[src/verilog/ctp_pkg.sv]
`default_nettype none
package ctp_pkg;
  // --------------------------------------------------------------------------
  // Field codes
  // --------------------------------------------------------------------------
  localparam logic [2:0] GEAR_FULL    = 3'h0;
  localparam logic [2:0] GEAR_HALF    = 3'h4;
  localparam logic [2:0] GEAR_QUARTER = 3'h6;
  localparam logic [2:0] GEAR_EIGHTH  = 3'h7;
  localparam logic [1:0] IDIV_16      = 2'h0;
  localparam logic [1:0] IDIV_8       = 2'h1;
  localparam logic [1:0] IDIV_4       = 2'h2;
  localparam logic [1:0] IDIV_2       = 2'h3;
  localparam logic       SRC_GEAR     = 1'h0;
  localparam logic       SRC_OSC      = 1'h1;
  localparam int         PRE_W        = 4;
  localparam int         CHAIN_W      = 8;
  localparam int         TB_W         = 32;

  // Configuration bits that travel together.
  typedef struct packed {
    logic       periph_src_select;
    logic [2:0] gear_code;
    logic [1:0] input_divide_select;
    logic [3:0] tap_select;
    logic       divider_run;
  } prescale_cfg_t;
endpackage
`default_nettype wire

[src/verilog/capture_timer_prescaler.sv]
`default_nettype none
module capture_timer_prescaler
  import ctp_pkg::*;
(
  input  wire logic          core_clk,
  input  wire logic          rst_n,
  input  wire prescale_cfg_t cfg,
  output logic               tap_tick_ff,
  output logic [TB_W-1:0]    time_base_ff,
  output logic               running_ff
);
  // --------------------------------------------------------------------------
  // Gear stage
  // --------------------------------------------------------------------------
  logic [PRE_W-1:0] gear_ticks;
  logic [PRE_W-1:0] idiv_ticks;
  logic [CHAIN_W-1:0] chain_ticks;
  logic             gear_en;
  logic             periph_en;
  logic             phi0_en;
  logic             tap_en;

  // Gear ticks come from a free divider on the oscillator clock.
  rate_divider #(.W(PRE_W)) u_gear (
    .core_clk (core_clk),
    .rst_n    (rst_n),
    .enable   (1'b1),
    .clear    (1'b0),
    .tick_ff  (gear_ticks)
  );

  // Gear selection; unlisted codes fall back to full rate.
  assign gear_en = (cfg.gear_code == GEAR_HALF)    ? gear_ticks[0] :
                   (cfg.gear_code == GEAR_QUARTER) ? gear_ticks[1] :
                   (cfg.gear_code == GEAR_EIGHTH)  ? gear_ticks[2] : 1'b1;
  // Oscillator source bypasses the gear completely.
  assign periph_en = (cfg.periph_src_select == SRC_OSC) ? 1'b1 : gear_en;

  // --------------------------------------------------------------------------
  // Input divider and binary chain
  // --------------------------------------------------------------------------
  rate_divider #(.W(PRE_W)) u_idiv (
    .core_clk (core_clk),
    .rst_n    (rst_n),
    .enable   (periph_en && cfg.divider_run),
    .clear    (!cfg.divider_run),
    .tick_ff  (idiv_ticks)
  );

  // Input-divide selection of the stage input rate.
  assign phi0_en = (cfg.input_divide_select == IDIV_2) ? idiv_ticks[0] :
                   (cfg.input_divide_select == IDIV_4) ? idiv_ticks[1] :
                   (cfg.input_divide_select == IDIV_8) ? idiv_ticks[2] :
                   idiv_ticks[3];

  // Chain runs only while run is set and is cleared otherwise.
  rate_divider #(.W(CHAIN_W)) u_chain (
    .core_clk (core_clk),
    .rst_n    (rst_n),
    .enable   (phi0_en && cfg.divider_run),
    .clear    (!cfg.divider_run),
    .tick_ff  (chain_ticks)
  );

  // Tap codes 0..7 select divide by 2..256; higher codes select no tap.
  assign tap_en = (cfg.tap_select < 4'h8) ? chain_ticks[cfg.tap_select[2:0]] : 1'b0;

  // --------------------------------------------------------------------------
  // Time-base counter and outputs
  // --------------------------------------------------------------------------
  always_ff @(posedge core_clk or negedge rst_n) begin
    if (!rst_n) begin
      tap_tick_ff  <= 1'b0;
      time_base_ff <= '0;
      running_ff   <= 1'b0;
    end else begin
      tap_tick_ff <= tap_en && cfg.divider_run;
      running_ff  <= cfg.divider_run;
      if (tap_en && cfg.divider_run) begin
        time_base_ff <= time_base_ff + 1'b1;
      end
    end
  end

  // --------------------------------------------------------------------------
  // Tick spacing monitor
  // --------------------------------------------------------------------------
  // The monitor measures the cycles between two tap ticks. It trusts the
  // spacing only after two ticks under an unchanged setting. Until then the
  // old gear, input-divide and chain phases can still shorten or stretch
  // one interval.
  localparam int SPAN_W       = 17;
  localparam int SHIFT_W      = 5;
  localparam int SETTLE_TICKS = 2;

  logic [SPAN_W-1:0] span_cnt_ff;
  logic [SPAN_W-1:0] nxt_span_cnt;
  logic [1:0]        settled_ff;
  logic [1:0]        nxt_settled;
  prescale_cfg_t     cfg_seen_ff;
  logic              cfg_moved;
  logic [SPAN_W-1:0] span_expected;

  // Returns log2 of the clock cycles between two tap ticks for a setting.
  function automatic logic [SHIFT_W-1:0] span_shift(input prescale_cfg_t c);
    logic [SHIFT_W-1:0] gear_sh;
    logic [SHIFT_W-1:0] idiv_sh;
    gear_sh = '0;
    if (c.periph_src_select == SRC_GEAR) begin
      if (c.gear_code == GEAR_HALF) begin
        gear_sh = SHIFT_W'(1);
      end else if (c.gear_code == GEAR_QUARTER) begin
        gear_sh = SHIFT_W'(2);
      end else if (c.gear_code == GEAR_EIGHTH) begin
        gear_sh = SHIFT_W'(3);
      end
    end
    idiv_sh = SHIFT_W'(PRE_W) - SHIFT_W'(c.input_divide_select);
    return gear_sh + idiv_sh + SHIFT_W'(c.tap_select) + SHIFT_W'(1);
  endfunction

  // Any change of the setting restarts the settling count.
  assign cfg_moved     = (cfg != cfg_seen_ff);
  assign span_expected = SPAN_W'(1) << span_shift(cfg);
  assign nxt_span_cnt  = tap_tick_ff ? SPAN_W'(1) :
                         (&span_cnt_ff) ? span_cnt_ff : span_cnt_ff + SPAN_W'(1);
  assign nxt_settled   = cfg_moved ? 2'h0 :
                         (tap_tick_ff && !(&settled_ff)) ? settled_ff + 2'h1 : settled_ff;

  // Registers of the spacing monitor.
  always_ff @(posedge core_clk or negedge rst_n) begin
    if (!rst_n) begin
      span_cnt_ff <= '0;
      settled_ff  <= '0;
      cfg_seen_ff <= '0;
    end else begin
      span_cnt_ff <= nxt_span_cnt;
      settled_ff  <= nxt_settled;
      cfg_seen_ff <= cfg;
    end
  end

  // Assertions.
  a_tick_spacing: assert property (@(posedge core_clk) disable iff (!rst_n)
    tap_tick_ff && !cfg_moved && (settled_ff >= SETTLE_TICKS) |->
    span_cnt_ff == span_expected) else $error("tap spacing wrong");
  a_stop_clears: assert property (@(posedge core_clk) disable iff (!rst_n)
    !cfg.divider_run |=> (u_chain.count_ff == '0) && (u_idiv.count_ff == '0))
    else $error("divider not cleared");
  a_tick_needs_run: assert property (@(posedge core_clk) disable iff (!rst_n)
    tap_tick_ff |-> $past(cfg.divider_run)) else $error("tick without run");
  a_gear_src_used: assert property (@(posedge core_clk) disable iff (!rst_n)
    cfg.periph_src_select == SRC_GEAR |-> periph_en == gear_en)
    else $error("gear clock not used");
  a_gear_half_gap: assert property (@(posedge core_clk) disable iff (!rst_n)
    gear_ticks[0] |=> !gear_ticks[0]) else $error("half gear too fast");
  a_stop_no_tick: assert property (@(posedge core_clk) disable iff (!rst_n)
    !cfg.divider_run |=> !tap_tick_ff) else $error("tick while stopped");
  a_tb_follows_tick: assert property (@(posedge core_clk) disable iff (!rst_n)
    tap_tick_ff |-> time_base_ff == $past(time_base_ff) + 1'b1)
    else $error("time base missed tick");
  a_tb_holds_idle: assert property (@(posedge core_clk) disable iff (!rst_n)
    !tap_tick_ff |-> $stable(time_base_ff)) else $error("time base moved");
  a_osc_full_rate: assert property (@(posedge core_clk) disable iff (!rst_n)
    cfg.periph_src_select == SRC_OSC |-> periph_en) else $error("gear not bypassed");
  a_gear_full: assert property (@(posedge core_clk) disable iff (!rst_n)
    cfg.gear_code == GEAR_FULL |-> gear_en) else $error("full gear gated");
  a_run_flag: assert property (@(posedge core_clk) disable iff (!rst_n)
    $rose(cfg.divider_run) |=> running_ff) else $error("run flag late");
  a_bad_tap_idle: assert property (@(posedge core_clk) disable iff (!rst_n)
    cfg.tap_select[3] |-> !tap_en) else $error("illegal tap ticks");
  a_div2_phi: assert property (@(posedge core_clk) disable iff (!rst_n)
    phi0_en && cfg.divider_run |=> !phi0_en) else $error("input rate too fast");
endmodule
`default_nettype wire

[src/verilog/rate_divider.sv]
`default_nettype none
// Counter giving one-cycle enable pulses once every 2^(k+1) enabled cycles; clear zeroes it.
module rate_divider
  import ctp_pkg::*;
#(
  parameter int W = 4
) (
  input  wire logic         core_clk,
  input  wire logic         rst_n,
  input  wire logic         enable,
  input  wire logic         clear,
  output logic [W-1:0]      tick_ff
);
  logic [W-1:0] count_ff;
  logic [W-1:0] nxt_count;
  logic [W-1:0] nxt_tick;

  // --------------------------------------------------------------------------
  // Counter and carry detection
  // --------------------------------------------------------------------------
  // A bit k ticks when the low k+1 bits are all ones on an enabled cycle.
  assign nxt_count = clear ? '0 : (enable ? count_ff + 1'b1 : count_ff);
  genvar k;
  generate
    for (k = 0; k < W; k++) begin : g_tick
      assign nxt_tick[k] = enable && !clear && (&count_ff[k:0]);
    end
  endgenerate

  // Registers hold count and pulses.
  always_ff @(posedge core_clk or negedge rst_n) begin
    if (!rst_n) begin
      count_ff <= '0;
      tick_ff  <= '0;
    end else begin
      count_ff <= nxt_count;
      tick_ff  <= nxt_tick;
    end
  end
endmodule
`default_nettype wire

[config.mk]
export PLATFORM = sky130hd
export DESIGN_NAME = capture_timer_prescaler
export DESIGN_NICKNAME = d
export VERILOG_FILES = /design/src/verilog/ctp_pkg.sv /design/src/verilog/capture_timer_prescaler.sv /design/src/verilog/rate_divider.sv
export SDC_FILE = /design/constraint.sdc
export NUM_CORES = 1
export LEC_CHECK = 0
export BUFFER_PORTS_ARGS = -buffer_cell sky130_fd_sc_hd__buf_2
export CAP_MARGIN = 20
export CORE_MARGIN = 4
export CORE_UTILIZATION = 35
export DETAILED_ROUTE_END_ITERATION = 8
export HOLD_SLACK_MARGIN = 0.02
export PLACE_DENSITY = 0.58
export SLEW_MARGIN = 20
export SYNTH_ARGS = -nofsm -noshare
export SYNTH_HDL_FRONTEND = slang
export SYNTH_SLANG_ARGS = --single-unit
[constraint.sdc]
create_clock -name core_clk -period 2 [get_ports core_clk]
set_input_delay 0.2 -clock core_clk [delete_from_list [all_inputs] [get_ports core_clk]]
set_output_delay 0.2 -clock core_clk [all_outputs]
set_load 0.005 [all_outputs]
==> PnR_summary.wiki <==
{| class="wikitable"
! Metric !! Value
|-
| Status || complete, no violations
|-
| Critical path endpoint category || register
|-
| Portion of synthesized cell area occupied by the leading cell type || 57.2%
|-
| Number of clock sinks || 64
|-
| Multi-input gate area || 1150 um2
|-
| Maximum number of pins on one net before global-route repair || 45
|-
| CP max stage cell || or4_4
|-
| Overall track demand over capacity in global routing || 12.7%
|-
| Routed via count || 1,893
|-
| Detailed Routing Iterations Pass 1 || 4
|-
| Final period utilization || 91.9%
|-
| Length in cells of the worst reg-to-reg path || 5
|-
| Area enclosed by the die boundary || 9500 um2
|-
| Relative contribution of combinational cells to total power || 8.1%
|-
| Mean number of vias per cell || 4.76
|-
| Placeable Area || 7770 um2
|-
| Kind of cell adding the most delay to the critical path || simple AND/OR/NAND/NOR gates
|-
| Dpl hpwl || 4070 um
|-
| Floorplan die width || 97.4 um
|-
| Fill cell count || 736
|-
| Max IR drop VDD || 0.314 mV
|-
| Nets || 313
|-
| Share of cells above drive strength 1 || 26.4%
|-
| Number of pins exceeding their max-slew limit in the final report || 0
|-
| Capture endpoint of the worst hold path || running_ff$_DFF_PN0_
|-
| Clk root buf || clkbuf_8
|-
| Wire length of the first global-routing pass || 9640 um
|-
| Part of the Yosys area used for sequential elements || 57.2%
|-
| Max-capacitance violation count || 0
|-
| Library cells used by synthesis || 34
|-
| Final hold violation count || 0
|-
| Average size of a mapped cell || 12.1 um2
|-
| Number of core rows || 32
|-
| Sum of negative setup slack || 0 ns
|-
| Critical hold path startpoint || cfg[0]
|-
| Number of antenna violations at the first check in global routing || 0
|-
| Count of placed standard cells including taps || 382
|-
| Critical path class || register to register
|-
| Most common cell in the synthesized netlist || dfrtp_1
|-
| Post-Synthesis Cell Area || 2800 um2
|-
| Power per Cell Area || 765 nW/um2
|-
| Cell depth of the worst hold path || 1
|-
| Via count of the first global-routing pass || 1,992
|-
| Overflow left after global routing || 0
|-
| Worst Skew || 0.00941 ns
|-
| Worst-case clock buffer depth || 2
|-
| Unrepaired setup endpoints after global routing || false
|-
| CTS tree || yes
|-
| Layout Cells excl Fill || 398
|-
| Number of instances resized during post-cts repair || 0
|-
| Critical path startpoint category || register
|-
| Number of buffers created by CTS || 9
|-
| Final period demand of the worst path || 1.84 ns
|-
| Critical path, cell by cell || nand4_1 -> nor4_4 -> nand3_2 -> or4_4 -> xnor2_2
|-
| Ranking of synthesized cells by instance count || 64 x dfrtp_1, 29 x xnor2_1, 18 x nand4_1, 18 x nor2_1, 15 x nand3_1
|-
| Reg-to-Reg Start || time_base_ff[10]$_DFFE_PN0P_
|-
| Number of synthesized flops with an enable pin || 0
|-
| CTS HTree Levels || 3
|-
| Internal Dissipation || 1950 uW
|-
| I/O pin count || 47
|-
| Count of antenna diodes in the layout || 0
|-
| Most common flop cell mapped by yosys || dfrtp_1
|-
| Power share of the sequential group || 54.2%
|-
| Switching share of power || 24.9%
|-
| Worst reg2reg setup slack || 0.16 ns
|-
| Clock network fraction of design power || 37.7%
|-
| Final setup violating endpoints || 0
|-
| Growth of design area from synthesis to finish || 21.2%
|-
| Cell count after synthesis || 232
|-
| Maximum clock frequency || 544 MHz
|-
| Share of async-settable or async-resettable flops after synthesis || 100%
|-
| Bufs and invs on worst path || 0
|-
| Global placement routability congestion || 0.727
|-
| Count of yosys warnings during synthesis || 0
|-
| Required time of the worst setup path || 2.22 ns
|-
| Effective utilization at floorplan || 36.1%
|-
| Sequential Area || 1600 um2
|-
| Leakage power figure || 0.00176 uW
|-
| Slowest cell delay on critical path || 0.50 ns
|-
| Latest clock arrival within the worst-skew pair || 0.33 ns
|-
| CTS clk-pin slew, worst paths || 0.07 ns
|-
| Hold Crit Class || primary input to register
|-
| Drt drc || 0
|-
| Sum of routed wire length over all layers || 5550 um
|-
| DIE HEIGHT || 97.4 um
|-
| Wire length per cell after detailed routing || 13.9 um
|-
| Leading post-synthesis cells by cell area || dfrtp_1 57%, xnor2_1 9.1%, nand4_1 4.0%
|-
| DR iter-0 viols || 46
|-
| Maximum fanout count along the critical path || 4
|-
| Worst-Margin Slew || 0.511 ns
|-
| Reg2reg end || time_base_ff[28]$_DFFE_PN0P_
|-
| Final cell utilization of the core || 43.7%
|-
| Relative slew margins || 66.0%
|-
| Worst endpoint data arrival time || 2.06 ns
|-
| Total nets after synthesis || 253
|-
| Port Buf Inserts || 46
|-
| Biggest area consumer among synthesized cells || dfrtp_1
|-
| P_sw || 648 uW
|-
| Antenna violation net count after detailed routing || 0
|-
| Number of register bits inferred by synthesis || 64
|}
==> power by group through the flow <==
stage / clock [uW] / sequential, uW / combinational [uW]
floorplan: 0 / 1430 / 96.4
finish: 979 / 1410 / 210
CTS: 1020 / 1410 / 220
detailed placement: 0 / 1430 / 218
global route: 1070 / 1420 / 244
global placement: 0 / 1440 / 210
==> timing repair <==
item,CTS,global route
setup buffers,0,0
endpoints found under the hold margin,20,0
hold buffers,1,0
==> worst max path at each step <==
stage | start | end | slack, ns | cells after the start
2_1_floorplan | time_base_ff[8]$_DFFE_PN0P_ | time_base_ff[28]$_DFFE_PN0P_ | 0.06 | 5
3_3_place_gp | time_base_ff[10]$_DFFE_PN0P_ | time_base_ff[28]$_DFFE_PN0P_ | 0.19 | 5
3_5_place_dp | time_base_ff[10]$_DFFE_PN0P_ | time_base_ff[28]$_DFFE_PN0P_ | 0.15 | 5
4_1_cts | time_base_ff[10]$_DFFE_PN0P_ | time_base_ff[28]$_DFFE_PN0P_ | 0.14 | 5
5_1_grt | time_base_ff[10]$_DFFE_PN0P_ | time_base_ff[27]$_DFFE_PN0P_ | 0.03 | 6
6_report | time_base_ff[10]$_DFFE_PN0P_ | time_base_ff[28]$_DFFE_PN0P_ | 0.16 | 5
==> cell usage in the layout, fill, tap and decap left out, drive strengths merged, types with 2 or more instances in the layout <==
cell type  count
buf           56
nor4           2
and2           2
nor2          18
nor3b          2
xnor2         30
clkbuf        12
xor2           7
clkinv         2
nand3         16
dfrtp         64
ha             8
inv            4
nand4         19
and3          15
mux2i          9
nand2         11
and4           5
==> cells by family after synthesis <==
| family | after synthesis | synth area share (%) |
|---|---|---|
| muxes | 11 | 4.42 |
| buffers and inverters | 12 | 1.74 |
| AOI/OAI and AO/OA | 5 | 1.16 |
| adders and majority gates | 8 | 3.57 |
| xor gates and xnor gates | 37 | 11.8 |
| DFF | 64 | 57.2 |
| and+or+nand+nor | 95 | 20.1 |
==> layer usage <==
| layer | vias to the layer above | share of wire (%) | global-route usage (%) |
|---|---|---|---|
| li1 | 935 | - | - |
| met1 | 912 | 45 | 16.2 |
| met2 | 40 | 49 | 20.2 |
| met3 | 6 | 4.6 | 3.45 |
| met4 | 0 | 1.0 | 5.75 |
| met5 | - | 0 | 0 |
==> sequential cells by signal, indices dropped and copies added (netlist names) <==
signal / cells
running_ff: 1
tap_tick_ff: 1
time_base_ff: 32
u_chain.count_ff: 8
u_chain.tick_ff: 8
u_gear.count_ff: 3
u_gear.tick_ff: 3
u_idiv.count_ff: 4
u_idiv.tick_ff: 4
==> worst reg2reg max path, delay by kind of cell, from the launching register on <==
| family | cells | cell delay, ns |
|---|---|---|
| simple gates | 4 | 1.19 |
| xor+xnor | 1 | 0.14 |
| flops | 1 | 0.40 |
==> per-stage QoR <==
stage / power [uW] / setup WS (ns) / instance area [um2] / hold slack [ns]
5_1_grt: 2730 / 0.0269 / 3390 / 0.0573
3_5_place_dp: 1650 / 0.154 / 3210 / 0.203
4_1_cts: 2650 / 0.139 / 3390 / 0.0499
6_report: 2600 / 0.161 / 3390 / 0.0765
3_3_place_gp: 1650 / 0.194 / 3210 / 0.196
2_1_floorplan: 1520 / 0.0563 / 2800 / -0.0956
==> final cells by class <==
type	count	area share (%)
Inverter	4	0.442
Tap cell	102	3.76
Sequential cell	64	47.2
Clock inverter	3	0.516
Clock buffer	12	4.57
Timing Repair Buffer	57	9.66
Multi-Input combinational cell	156	33.9
Note: power is estimated with default switching activity, not from simulation.
